<file path="config.mk">
export PLATFORM = sky130hd
export DESIGN_NAME = hw_limit_period_timer
export DESIGN_NICKNAME = d
export VERILOG_FILES = /design/src/logic/timer_pkg.sv /design/src/logic/hw_limit_period_timer.sv
export SDC_FILE = /design/constraint.sdc
export NUM_CORES = 1
export LEC_CHECK = 0
export BUFFER_PORTS_ARGS = -buffer_cell sky130_fd_sc_hd__buf_2
export CAP_MARGIN = 10
export CORE_MARGIN = 1.5
export CORE_UTILIZATION = 40
export DETAILED_ROUTE_END_ITERATION = 10
export PLACE_DENSITY = 0.74
export RECOVER_POWER = 25
export SYNTH_ARGS = -nofsm -noshare
export SYNTH_HDL_FRONTEND = slang
export SYNTH_SLANG_ARGS = --single-unit
</file>
<file path="constraint.sdc">
create_clock -name pclk -period 4 [get_ports pclk]
set_input_delay 0.2 -clock pclk [delete_from_list [all_inputs] [get_ports pclk]]
set_output_delay 0.2 -clock pclk [all_outputs]
set_load 0.02 [all_outputs]
</file>
<file path="src/logic/timer_pkg.sv">
package timer_pkg;

	localparam int unsigned ADDR_W = 8;
	localparam int unsigned DATA_W = 32;

	// ****************************************************************
	// Register byte addresses
	// ****************************************************************
	localparam logic [7:0] CLOCK_SELECT_ADDR  = 8'h00;
	localparam logic [7:0] CONTROL_ADDR       = 8'h04;
	localparam logic [7:0] LIMIT_CONTROL_ADDR = 8'h08;
	localparam logic [7:0] RESET_SOURCE_ADDR  = 8'h0C;
	localparam logic [7:0] PERIOD_ADDR        = 8'h10;
	localparam logic [7:0] COUNT_ADDR         = 8'h14;

	// ****************************************************************
	// Field positions and reset values
	// ****************************************************************
	localparam int unsigned ON_BIT     = 7;
	localparam int unsigned PRESCALER_SYNC_ENABLE_BIT  = 7;
	localparam int unsigned CLOCK_POLARITY_SELECT_BIT  = 6;
	localparam int unsigned ENABLE_SYNC_TO_CLOCK_BIT = 5;
	localparam logic [7:0]  REG_RESET  = 8'h00;

	// ****************************************************************
	// Clock source and mode codes
	// ****************************************************************
	localparam logic [3:0] CS_INSTR_CLK = 4'h1;
	localparam logic [3:0] CS_SYS_CLK   = 4'h2;
	localparam logic [3:0] CS_HF_OSC    = 4'h3;
	localparam logic [3:0] CS_LF_OSC    = 4'h4;
	localparam logic [3:0] CS_MF_OSC    = 4'h5;
	localparam logic [3:0] CS_LAST      = 4'hA;
	localparam logic [4:0] RSEL_LAST    = 5'h11;
	localparam int unsigned CLK_SRC_N   = 11;
	localparam int unsigned RST_SRC_N   = 18;
	localparam logic [4:0] MODE_LVL_OS_LOW  = 5'h16;
	localparam logic [4:0] MODE_LVL_OS_HIGH = 5'h17;
	localparam logic [1:0] INSTR_DIV_LAST   = 2'h3;

	typedef struct packed {
		logic              psel;
		logic              penable;
		logic              pwrite;
		logic [ADDR_W-1:0] paddr;
		logic [DATA_W-1:0] pwdata;
	} apb_req_s;

endpackage

</file>
<file path="src/logic/hw_limit_period_timer.sv">
// Our own choices: the register offsets and the APB register port.
module hw_limit_period_timer
#(
	parameter int unsigned COUNT_W = 8
)
(
	input  wire logic                               pclk,
	input  wire logic                               presetn,
	input  wire timer_pkg::apb_req_s                apb_req,
	output logic [timer_pkg::DATA_W-1:0]            prdata,
	output logic                                    pready,
	output logic                                    pslverr,
	input  wire logic [timer_pkg::CLK_SRC_N-1:0]    clock_sources,
	input  wire logic [timer_pkg::RST_SRC_N-1:0]    reset_sources,
	input  wire logic                               sleep_active,
	output logic [COUNT_W-1:0]                      count_value,
	output logic                                    pwm_start_pulse,
	output logic                                    postscaled_pulse,
	output logic [2:0]                              osc_keep_running
);
	import timer_pkg::*;

	if (COUNT_W != 8)
	begin : width_check
		$error("Only an 8-bit count is supported");
	end

	function automatic logic is_level_oneshot(input logic [4:0] m);
		is_level_oneshot = (m == MODE_LVL_OS_LOW) || (m == MODE_LVL_OS_HIGH);
	endfunction

	function automatic logic addr_is(input logic [ADDR_W-1:0] a, input logic [7:0] r);
		addr_is = (a == r);
	endfunction

	// ****************************************************************
	// Registers
	// ****************************************************************
	logic [3:0]         clock_select_reg;
	logic               on_reg;
	logic [2:0]         prescale_field;
	logic [3:0]         postscale_field;
	logic [7:0]         limit_control_reg;
	logic [4:0]         reset_source_field;
	logic [7:0]         period_register;
	logic [7:0]         period_buffer_reg;
	logic [7:0]         count_register;
	logic               ready_reg;
	logic               slverr_reg;
	logic [DATA_W-1:0]  rdata_reg;
	logic [1:0]         instr_div_reg;
	logic               clk_level_prev_reg;
	logic [1:0]         on_sync_reg;
	logic [6:0]         prescale_count_reg;
	logic               prescale_pending_reg;
	logic [3:0]         postscale_count_reg;
	logic               run_prev_reg;
	logic               held_prev_reg;

	logic       prescaler_sync_enable;
	logic       clock_polarity_select;
	logic       enable_sync_to_clock;
	logic [4:0] mode_field;
	assign prescaler_sync_enable = limit_control_reg[PRESCALER_SYNC_ENABLE_BIT];
	assign clock_polarity_select = limit_control_reg[CLOCK_POLARITY_SELECT_BIT];
	assign enable_sync_to_clock  = limit_control_reg[ENABLE_SYNC_TO_CLOCK_BIT];
	assign mode_field            = limit_control_reg[4:0];

	// ****************************************************************
	// APB slave
	// ****************************************************************
	logic setup_phase;
	logic wr_done;
	logic addr_known;
	assign setup_phase = apb_req.psel && !apb_req.penable;
	assign wr_done     = apb_req.psel && apb_req.penable && ready_reg && apb_req.pwrite && !slverr_reg;
	assign addr_known  = addr_is(apb_req.paddr, CLOCK_SELECT_ADDR) || addr_is(apb_req.paddr, CONTROL_ADDR)
		|| addr_is(apb_req.paddr, LIMIT_CONTROL_ADDR) || addr_is(apb_req.paddr, RESET_SOURCE_ADDR)
		|| addr_is(apb_req.paddr, PERIOD_ADDR) || addr_is(apb_req.paddr, COUNT_ADDR);

	logic wr_clock, wr_control, wr_limit, wr_rsel, wr_period, wr_count;
	assign wr_clock   = wr_done && addr_is(apb_req.paddr, CLOCK_SELECT_ADDR);
	assign wr_control = wr_done && addr_is(apb_req.paddr, CONTROL_ADDR);
	assign wr_limit   = wr_done && addr_is(apb_req.paddr, LIMIT_CONTROL_ADDR);
	assign wr_rsel    = wr_done && addr_is(apb_req.paddr, RESET_SOURCE_ADDR);
	assign wr_period  = wr_done && addr_is(apb_req.paddr, PERIOD_ADDR);
	assign wr_count   = wr_done && addr_is(apb_req.paddr, COUNT_ADDR);

	logic [7:0] read_mux;
	always_comb
	begin
		read_mux = REG_RESET;
		case (apb_req.paddr)
			CLOCK_SELECT_ADDR:  read_mux = {4'h0, clock_select_reg};
			CONTROL_ADDR:       read_mux = {on_reg, prescale_field, postscale_field};
			LIMIT_CONTROL_ADDR: read_mux = limit_control_reg;
			RESET_SOURCE_ADDR:  read_mux = {3'h0, reset_source_field};
			PERIOD_ADDR:        read_mux = period_register;
			COUNT_ADDR:         read_mux = count_register;
			default:            read_mux = REG_RESET;
		endcase
	end

	// One wait-free access cycle; answer prepared during setup
	always_ff @(posedge pclk or negedge presetn)
	begin
		if (!presetn)
		begin
			ready_reg  <= 1'b0;
			slverr_reg <= 1'b0;
			rdata_reg  <= '0;
		end
		else
		begin
			ready_reg  <= setup_phase;
			slverr_reg <= setup_phase && !addr_known;
			if (setup_phase)
				rdata_reg <= {24'h000000, read_mux};
		end
	end
	assign pready  = ready_reg;
	assign pslverr = slverr_reg;
	assign prdata  = rdata_reg;

	// ****************************************************************
	// Timer clock selection and edge detection
	// ****************************************************************
	logic instr_tick;
	logic clk_level;
	logic clk_tick;
	logic ers_level;
	assign instr_tick = (instr_div_reg == INSTR_DIV_LAST) && !sleep_active;
	assign clk_level  = (clock_select_reg <= CS_LAST) ? clock_sources[clock_select_reg] : 1'b0;
	assign ers_level  = (reset_source_field <= RSEL_LAST) ? reset_sources[reset_source_field] : 1'b0;

	// System-derived clocks stop in Sleep; oscillator and pin sources do not
	always_comb
	begin
		case (clock_select_reg)
			CS_INSTR_CLK: clk_tick = instr_tick;
			CS_SYS_CLK:   clk_tick = !sleep_active;
			default:      clk_tick = clock_polarity_select ? (clk_level_prev_reg && !clk_level)
				: (!clk_level_prev_reg && clk_level);
		endcase
	end

	always_ff @(posedge pclk or negedge presetn)
	begin
		if (!presetn)
		begin
			instr_div_reg      <= 2'h0;
			clk_level_prev_reg <= 1'b0;
		end
		else
		begin
			instr_div_reg      <= instr_div_reg + 2'h1;
			clk_level_prev_reg <= clk_level;
		end
	end

	always_ff @(posedge pclk or negedge presetn)
	begin
		if (!presetn)
			osc_keep_running <= 3'h0;
		else
			osc_keep_running <= {clock_select_reg == CS_HF_OSC, clock_select_reg == CS_MF_OSC,
				clock_select_reg == CS_LF_OSC};
	end

	// ****************************************************************
	// Enable, start and stop
	// ****************************************************************
	logic level_mode;
	logic at_reset_level;
	logic on_eff;
	logic run;
	logic frozen;
	assign level_mode     = is_level_oneshot(mode_field);
	assign at_reset_level = level_mode && (ers_level == mode_field[0]);
	assign on_eff         = enable_sync_to_clock ? on_sync_reg[1] : on_reg;
	assign run            = on_eff && !at_reset_level;
	assign frozen         = sleep_active && prescaler_sync_enable;

	// Enable passes through two timer-clock ticks for glitch-free start
	always_ff @(posedge pclk or negedge presetn)
	begin
		if (!presetn)
			on_sync_reg <= 2'h0;
		else if (!on_reg)
			on_sync_reg <= 2'h0;
		else if (clk_tick)
			on_sync_reg <= {on_sync_reg[0], on_reg};
	end

	// ****************************************************************
	// Prescaler
	// ****************************************************************
	logic [6:0] prescale_last;
	logic       prescale_raw;
	logic       timer_tick;
	logic       match;
	logic       match_tick;
	assign prescale_last = 7'((8'h01 << prescale_field) - 8'h01);
	assign prescale_raw  = run && clk_tick && !frozen && (prescale_count_reg == prescale_last);
	// Gated by run so a pending synchronised tick cannot count after a stop
	assign timer_tick    = run && (prescaler_sync_enable
		? ((prescale_raw || prescale_pending_reg) && instr_tick) : prescale_raw);
	assign match         = (count_register == period_buffer_reg);
	assign match_tick    = timer_tick && match;

	always_ff @(posedge pclk or negedge presetn)
	begin
		if (!presetn)
		begin
			prescale_count_reg   <= 7'h00;
			prescale_pending_reg <= 1'b0;
		end
		else if (!on_reg || wr_control)
		begin
			prescale_count_reg   <= 7'h00;
			prescale_pending_reg <= 1'b0;
		end
		else
		begin
			if (run && clk_tick && !frozen)
				prescale_count_reg <= prescale_raw ? 7'h00 : prescale_count_reg + 7'h01;
			prescale_pending_reg <= (prescale_raw || prescale_pending_reg) && !instr_tick;
		end
	end

	// ****************************************************************
	// Count and period buffer
	// ****************************************************************
	logic ext_reset_event;
	assign ext_reset_event = at_reset_level && !held_prev_reg;

	always_ff @(posedge pclk or negedge presetn)
	begin
		if (!presetn)
			count_register <= REG_RESET;
		else if (wr_count)
			count_register <= apb_req.pwdata[7:0];
		else if (level_mode && (!on_eff || at_reset_level))
			count_register <= REG_RESET;
		else if (timer_tick)
			count_register <= match ? REG_RESET : count_register + 8'h01;
	end
	assign count_value = count_register;

	always_ff @(posedge pclk or negedge presetn)
	begin
		if (!presetn)
			period_buffer_reg <= REG_RESET;
		else if (wr_count || wr_control || match_tick || ext_reset_event)
			period_buffer_reg <= period_register;
	end

	always_ff @(posedge pclk or negedge presetn)
	begin
		if (!presetn)
			period_register <= REG_RESET;
		else if (wr_period)
			period_register <= apb_req.pwdata[7:0];
	end

	// ****************************************************************
	// Control registers
	// ****************************************************************
	always_ff @(posedge pclk or negedge presetn)
	begin
		if (!presetn)
		begin
			on_reg          <= 1'b0;
			prescale_field  <= 3'h0;
			postscale_field <= 4'h0;
		end
		else if (wr_control)
		begin
			on_reg          <= apb_req.pwdata[ON_BIT]; // Software set wins over a same-cycle clear
			prescale_field  <= apb_req.pwdata[6:4];
			postscale_field <= apb_req.pwdata[3:0];
		end
		else if (level_mode && match_tick)
			on_reg <= 1'b0;
	end

	always_ff @(posedge pclk or negedge presetn)
	begin
		if (!presetn)
		begin
			clock_select_reg   <= 4'h0;
			limit_control_reg  <= REG_RESET;
			reset_source_field <= 5'h00;
		end
		else
		begin
			if (wr_clock)
				clock_select_reg <= apb_req.pwdata[3:0];
			if (wr_limit)
				limit_control_reg <= apb_req.pwdata[7:0]; // relies on software here
			if (wr_rsel)
				reset_source_field <= apb_req.pwdata[4:0];
		end
	end

	// ****************************************************************
	// Postscaler and PWM start
	// ****************************************************************
	always_ff @(posedge pclk or negedge presetn)
	begin
		if (!presetn)
		begin
			postscale_count_reg <= 4'h0;
			postscaled_pulse    <= 1'b0;
		end
		else if (!on_reg)
		begin
			postscale_count_reg <= 4'h0;
			postscaled_pulse    <= 1'b0;
		end
		else
		begin
			postscaled_pulse <= match_tick && (postscale_count_reg == postscale_field);
			if (match_tick)
				postscale_count_reg <= (postscale_count_reg == postscale_field) ? 4'h0
					: postscale_count_reg + 4'h1;
		end
	end

	always_ff @(posedge pclk or negedge presetn)
	begin
		if (!presetn)
		begin
			run_prev_reg    <= 1'b0;
			held_prev_reg   <= 1'b0;
			pwm_start_pulse <= 1'b0;
		end
		else
		begin
			run_prev_reg    <= run;
			held_prev_reg   <= at_reset_level;
			pwm_start_pulse <= level_mode && run && !run_prev_reg;
		end
	end
endmodule

</file>
# After elaboration in Yosys (flattened, before gate mapping)
# Index checks and enable logic that the tools add are counted.
[op_classes]
addsub = 5
n_mul = 0
n_div = 0
order_cmp = 4
n_eq_ne = 19
n_shift = 1
mux = 27
bitwise_logic = 0
reduce_logical = 60
[ops]
columns = ["op", "count"]
rows = [
  ["one-hot mux 8 bit (6 select lines)", 1],
  ["two-way mux 8 bit", 4],
  ["logical AND 1 bit", 31],
  ["two-way mux 7 bit", 3],
  ["== test 8 x 4 -> 1 bit (second input constant)", 2],
  ["== test 8 x 5 -> 1 bit (second input constant)", 2],
  ["logical NOT 1 bit", 13],
  ["logical OR 1 bit", 12],
  ["two-way mux 4 bit", 3],
  ["two-way mux 1 bit", 11],
  ["== test 5 bit (second input constant)", 2],
  ["adder 8 x 1 -> 8 bit (second input constant)", 1],
  ["== test 4 x 2 -> 1 bit (second input constant)", 2],
  ["== test 4 x 3 -> 1 bit (second input constant)", 2],
  ["== test 8 x 3 -> 1 bit (second input constant)", 1],
  ["== test 8 bit", 1],
  ["logical NOT 8 bit", 1],
  ["adder 7 x 1 -> 7 bit (second input constant)", 1],
  ["== test 7 bit", 1],
  ["<< shifter 1 x 3 -> 7 bit (first input constant)", 1],
  ["subtractor 7 x 1 -> 7 bit (second input constant)", 1],
  ["less-than comparator 5 x 6 -> 1 bit (second input constant)", 1],
  ["binary-select mux 1 bit (select 5 bit)", 1],
  ["less-or-equal comparator 5 bit (second input constant)", 1],
  ["14 further kinds", 17],
]
[word_totals]
register_bits = 83
latchBits = 0
mem_bits_rw = 0
romBits = 0
input_bits = 75
out_inout_bits = 47
wordCells = 139
mem_count = 0

# Longest topological paths before layout
[depth]
depth_word = 18
mapped_depth = 15

# Worst setup path before layout
# Ideal clock, no wire load.
[synth_timing]
path_kind = "flip-flop to flip-flop"
startpoint = "reg prescale_field[2]"
endpoint = "reg period_buffer_reg[0]"
setup_time_ns = 0.125
arrival_time_ns = 3.221
t_required_ns = 3.875
setup_slack_ns = 0.654
stages_incl_launch_ff = 15
synth_period_minus_slack_ns = 3.346
path_cell_list = "dfrtp_1 -> clkbuf_1 -> or3_1 -> ha_1 -> buf_4 -> xnor2_1 -> or4_1 -> nand3_1 -> and4b_1 -> buf_2 -> a22o_1 -> nand4_2 -> buf_6 -> o211ai_4 -> mux2_2"
[synth_via]
elab_chain_len = 11
[synth_lines]
columns = ["item", "line", "source"]
rows = [
  ["start: declaration", "hw_limit_period_timer.sv:41", "logic [2:0] prescale_field;"],
  ["start signal: assignment", "hw_limit_period_timer.sv:280", "prescale_field <= apb_req.pwdata[6:4];"],
  ["<< shifter 1 x 3 -> 7 bit (*)", "hw_limit_period_timer.sv:203", "assign prescale_last = 7'((8'h01 << prescale_field) - 8'h01);"],
  ["subtractor 7 x 1 -> 7 bit (*)", "hw_limit_period_timer.sv:203", ""],
  ["== test 7 bit (*)", "hw_limit_period_timer.sv:204", "assign prescale_raw = run && clk_tick && !frozen && (prescale_count_reg == prescale_last);"],
  ["logical AND 1 bit (*)", "hw_limit_period_timer.sv:204", ""],
  ["logical OR 1 bit", "hw_limit_period_timer.sv:207", "? ((prescale_raw || prescale_pending_reg) && instr_tick) : prescale_raw);"],
  ["logical AND 1 bit", "hw_limit_period_timer.sv:207", ""],
  ["two-way mux 1 bit (*)", "hw_limit_period_timer.sv:207", ""],
  ["logical AND 1 bit (*)", "hw_limit_period_timer.sv:206", "assign timer_tick = run && (prescaler_sync_enable"],
  ["logical AND 1 bit (*)", "hw_limit_period_timer.sv:209", "assign match_tick = timer_tick && match;"],
  ["logical OR 1 bit (*) (2 in series)", "hw_limit_period_timer.sv:254", "else if (wr_count || wr_control || match_tick || ext_reset_event)"],
  ["end signal: assignment", "hw_limit_period_timer.sv:255", "period_buffer_reg <= period_register;"],
  ["end: declaration", "hw_limit_period_timer.sv:46", "logic [7:0] period_buffer_reg;"],
]
# Mark *: on every way between the ends. The rest lies on a longest branch, timed or not.
# A chain may end at the register's enable or synchronous reset.

# Worst setup path after layout
[layout_timing]
startpoint = "reg prescale_field[1]"
endpoint = "reg postscale_count_reg[3]"
[layout_via]
elab_chain_len = 10
[layout_lines]
columns = ["item", "line", "source"]
rows = [
  ["<< shifter 1 x 3 -> 7 bit (*)", "hw_limit_period_timer.sv:203", ""],
  ["subtractor 7 x 1 -> 7 bit (*)", "hw_limit_period_timer.sv:203", ""],
  ["== test 7 bit (*)", "hw_limit_period_timer.sv:204", ""],
  ["logical AND 1 bit (*)", "hw_limit_period_timer.sv:204", ""],
  ["logical OR 1 bit", "hw_limit_period_timer.sv:207", ""],
  ["logical AND 1 bit", "hw_limit_period_timer.sv:207", ""],
  ["two-way mux 1 bit (*)", "hw_limit_period_timer.sv:207", ""],
  ["logical AND 1 bit (*)", "hw_limit_period_timer.sv:206", ""],
  ["logical AND 1 bit (*)", "hw_limit_period_timer.sv:209", ""],
  ["!= test 2 x 1 -> 1 bit (no line) (*)", "n/a", ""],
  ["end signal: assignment", "hw_limit_period_timer.sv:325", "postscale_count_reg <= (postscale_count_reg == postscale_field) ? 4'h0"],
  ["end: declaration", "hw_limit_period_timer.sv:56", "logic [3:0] postscale_count_reg;"],
]
# Marked as above.

==> results.md <==
- The routed wire length is 12.41 mm.
- The leakage power figure is 0.002605 µW.
- After routing, the total negative slack on setup checks comes to 0 ns.
- The first global-routing pass estimated 20.07 mm of wire.
- The final instance count without filler cells is 698.
- The number of H-tree branching levels is 3.
- The start point of the critical path is prescale_field[1].
- Once placement completed, the tool counted placed cells totaling 682.
- The number of I/O port buffers is 73.
- After detailed routing, the average wire length per cell comes to 17.78 µm.
- Setup repair after global routing left no endpoint under its margin.
- For this run, the register share of the synthesized area comes to 42.30%.
- The number of setup buffers added after CTS is 0.
- TritonCTS built the clock tree.
- The number of antenna violations at the first check in global routing is 0.
- In the synthesized netlist the dominant register cell turns out to be sky130_fd_sc_hd__dfrtp_1.
- The worst-margin pin slew is 2.079 ns.
- The largest net degree at the start of global routing is 84.
- The net count of the finished layout is 626.
- The worst setup path is launched from a flip-flop.
- The floorplan step defined a die boundary enclosing 0.01295 mm².
- The cell repeated most along the worst path is sky130_fd_sc_hd__or4_1.
- Counting the fill cells in the layout gives 1130.
- The area growth from synthesis to layout is 13.91%.
- The die boundary width is 113.8 µm.
- Along the worst hold path, the cell count comes to 3.
- The routed layout has 4046 vias.
- On the critical path, the stage with the largest delay is an instance of sky130_fd_sc_hd__or4_1.
- The vias per cell is 5.797.
- STA puts the critical path data required time at 4.27 ns.
- Once detail routing completed, the nets flagged for antenna violations numbered 0.
- At the later pin of the worst-skew pair, clock insertion delay measures 0.34 ns.
- The number of hold violations in the final report was 0.
- The first routing iteration left 323 violations.
- The number of global-route vias before repair is 3907.
- The maximum clock rate is 269.9 MHz.
- The deepest clock path buffer count is 2.
- The first detailed-routing pass took 5 iterations.
- The core area is 0.01201 mm².
- Measured against its own limit, the worst slew margin works out to -38.63%.
- The checks that failed: max-capacitance violations, max-slew violations.
- After clock tree synthesis, the clock-pin slew on the worst setup and hold paths is 0.06 ns.
- The part of the power in the clock network is 48.1%.
- Of the total power, the share spent switching nets is 23.22%.
- The critical path is of the flip-flop to flip-flop type.
- In this run the power density over the cells is 332.4 mW/mm².
- VDD sags by at most 185.1 µV.
- The relative contribution of sequential cells to total power is 45.6%.
- The cell area that synthesis handed to floorplanning was 0.004910 mm².
- The async set-or-reset flop fraction in the synthesized netlist is 100.0%.
- Traced cell by cell, the critical path runs through or3_1 > ha_1 > xnor2_1 > or4_1 > nand3_1 > and4b_2 > a22o_1 > nand4_4 > or4_1 > a21boi_1.
- The ratio of cells with drive above 1 in the final layout is 27.04%.
- The total congestion overflow is 0.
- Yosys printed 0 warnings.
- Measured in cells, the most critical reg-to-reg path has a length of 10.
- The worst hold path belongs to the class input pin to flip-flop.
- The HPWL reported at the end of detailed placement is 8.992 mm.
- In this design, the stage delay of the slowest critical-path cell is 0.57 ns.
- The startpoint of the lowest-slack register-to-register path is prescale_field[1].
- The share of the clock period used by the worst path after layout is 92.61%.
- Yosys mapped the design onto 68 distinct sky130hd cell types.
- The cell-internal power is 1427 µW.
- The final-report setup violation count is 0.
- Across every metal layer, demand over resource in global routing totals 19.93%.
- In this run the mean area of a mapped cell was 10.12 µm².
- After layout, the minimum clock period comes to 3.704 ns.
- Once placement finished, the instance area stood at 0.005266 mm².
- At the end of routability-driven placement, the weighted congestion stood at 0.9160.
- The synthesis-stage register bit count is 83.
- The data arrival time of the critical path is 3.97 ns.
- The tree built by TritonCTS fans out to 83 sinks.
- The fraction of power consumed by combinational cells is 6.3%.
- The setup slack of the most critical reg-to-reg path is 0.30 ns.
- The total number of placement rows is 40.
- The count of flip-flops with a built-in enable after synthesis is 0.
- The destination of the worst register-to-register timing path is postscale_count_reg[3].
- The number of max-capacitance violations reported is 1.
- On the final layout, the worst clock skew is 0.007430 ns.
- In this run, CTS created clock tree buffers numbering 9.
- The worst setup path is captured at a flip-flop.
- In this run the worst path has a maximum fanout of 13.
- 0 antenna diodes ended up in the layout.
- The worst hold path terminates at pslverr.
- Summed over all nets, the switching power comes to 431.7 µW.
- The number of slew-limit violations in the final report came to 84.
- The launch instance of the worst min-delay path is apb_req[33].
- The area of all placed cells without fillers is 0.005593 mm².
- In the synthesized netlist, the number of instances is 485.
- The flow ran to the end, but the final reports show violations.
- The library cell used as clock root buffer is sky130_fd_sc_hd__clkbuf_16.
- The die height is 113.8 µm.
- During I/O placement, the number of pins put on the boundary was 122.
- The detailed-route DRC error count is 0.
- For this configuration, the core starts out at a cell density of 40.88%.
## placed cells by master (no fill, tap or decap), drive strengths merged, types with 4 or more instances in the layout
cell type / instances
o21ai: 26
mux2i: 19
mux2: 45
conb: 24
a221oi: 5
ha: 5
a41oi: 4
nand4: 6
nand2b: 6
nor2: 36
nor2b: 9
clkbuf: 11
or3: 6
nor3: 9
a22oi: 5
dfrtp: 83
o22ai: 5
and3: 7
xnor2: 13
a21oi: 20
buf: 73
nand3b: 6
inv: 11
xor2: 4
nand2: 38
nand3: 14
## cells by family after synthesis
kind of cell / after synthesis / share of synthesized area [%]
other: 1 / 0.07638
muxes: 67 / 15.57
xor gates and xnor gates: 17 / 3.033
DFF: 83 / 42.30
buffers and inverters: 58 / 6.728
AOI/OAI and AO/OA: 98 / 14.14
adders and majority gates: 5 / 1.274
and+or+nand+nor: 156 / 16.87
## power groups by stage
| stage | Combinational, µW | Clock [µW] | Sequential (µW) |
|---|---|---|---|
| floorplan | 76.7 | 0 | 863 |
| global placement | 114 | 0 | 863 |
| detailed placement | 117 | 0 | 863 |
| CTS | 117 | 909 | 847 |
| global route | 129 | 953 | 847 |
| finish | 117 | 895 | 847 |
## worst max-delay path by stage
stage | end | slack (ns) | cells after the start
finish | postscale_count_reg[3] | 0.30 | 10
global route | postscale_count_reg[3] | 0.11 | 10
CTS | postscale_count_reg[3] | 0.15 | 10
detailed placement | postscale_count_reg[3] | 0.15 | 10
global placement | postscale_count_reg[3] | 0.32 | 10
floorplan | period_buffer_reg[0] | 0.65 | 14
## cell type report
type	count	area, µm²	share of cell area, %
multi-input cells	367	2599	46.47
clock buffers	10	229.0	4.094
well taps	147	183.9	3.289
flip-flops and latches	83	2077	37.14
repair buffers	74	372.9	6.667
clock inverters	6	90.09	1.611
inverters	11	41.29	0.7383
## through the flow
stage	hold slack, ns	power, µW	setup WS [ns]	utilization, %
after detailed placement	0.4152	979.3	0.1541	43.84
after global placement	0.4127	976.4	0.3248	43.84
after CTS	0.09571	1873	0.1511	46.50
final	0.1369	1859	0.2956	46.56
after floorplan	-0.09559	939.6	0.6541	-
after global routing	0.1466	1930	0.1066	46.56
## cells in the mapped netlist (3+ instances only)
library cell | instances | area (µm²)
sky130_fd_sc_hd__dfrtp_1 | 83 | 2077
sky130_fd_sc_hd__mux2_2 | 45 | 506.7
sky130_fd_sc_hd__nand2_1 | 38 | 142.6
sky130_fd_sc_hd__nor2_1 | 35 | 131.4
sky130_fd_sc_hd__buf_4 | 25 | 187.7
sky130_fd_sc_hd__o21ai_0 | 25 | 125.1
sky130_fd_sc_hd__a21oi_1 | 20 | 100.1
sky130_fd_sc_hd__mux2i_1 | 19 | 190.2
sky130_fd_sc_hd__clkbuf_1 | 17 | 63.81
sky130_fd_sc_hd__nand3_1 | 14 | 70.07
sky130_fd_sc_hd__xnor2_1 | 13 | 113.9
sky130_fd_sc_hd__inv_1 | 11 | 41.29
sky130_fd_sc_hd__nor2b_1 | 9 | 56.30
sky130_fd_sc_hd__and3_1 | 7 | 43.79
sky130_fd_sc_hd__nor3_1 | 7 | 35.03
sky130_fd_sc_hd__nand2b_1 | 6 | 37.54
sky130_fd_sc_hd__nand3b_1 | 6 | 45.04
sky130_fd_sc_hd__or3_1 | 6 | 37.54
sky130_fd_sc_hd__a221oi_1 | 5 | 43.79
sky130_fd_sc_hd__a22oi_1 | 5 | 37.54
sky130_fd_sc_hd__ha_1 | 5 | 62.56
sky130_fd_sc_hd__nand4_1 | 5 | 31.28
sky130_fd_sc_hd__a41oi_1 | 4 | 35.03
sky130_fd_sc_hd__o22ai_1 | 4 | 25.02
sky130_fd_sc_hd__xor2_1 | 4 | 35.03
sky130_fd_sc_hd__a21boi_1 | 3 | 22.52
sky130_fd_sc_hd__and4b_1 | 3 | 30.03
sky130_fd_sc_hd__buf_2 | 3 | 15.01
sky130_fd_sc_hd__mux4_2 | 3 | 67.56
sky130_fd_sc_hd__nor4_1 | 3 | 18.77
sky130_fd_sc_hd__or4_1 | 3 | 22.52
## metal layers
metal | wire, µm | GRT usage (%) | vias up
met5 | 0 | 0 | -
met4 | 255 | 7.750 | 0
met3 | 820 | 3.507 | 22
met2 | 5969 | 32.25 | 176
met1 | 5362 | 26.76 | 2000
li1 | - | - | 1848
## critical path, delay by kind of cell (launching register included)
| kind | cells | cell delay, ns |
|---|---|---|
| simple gates | 6 | 2.18 |
| flops | 1 | 0.52 |
| fa+ha+maj | 1 | 0.32 |
| compound gates | 2 | 0.41 |
| xor+xnor | 1 | 0.20 |
## timing repair
item	4_1_cts	5_1_grt
setup endpoints to repair	0	6
hold buffers	0	0
resized for setup	0	2
(Power assumes the default switching activity.)
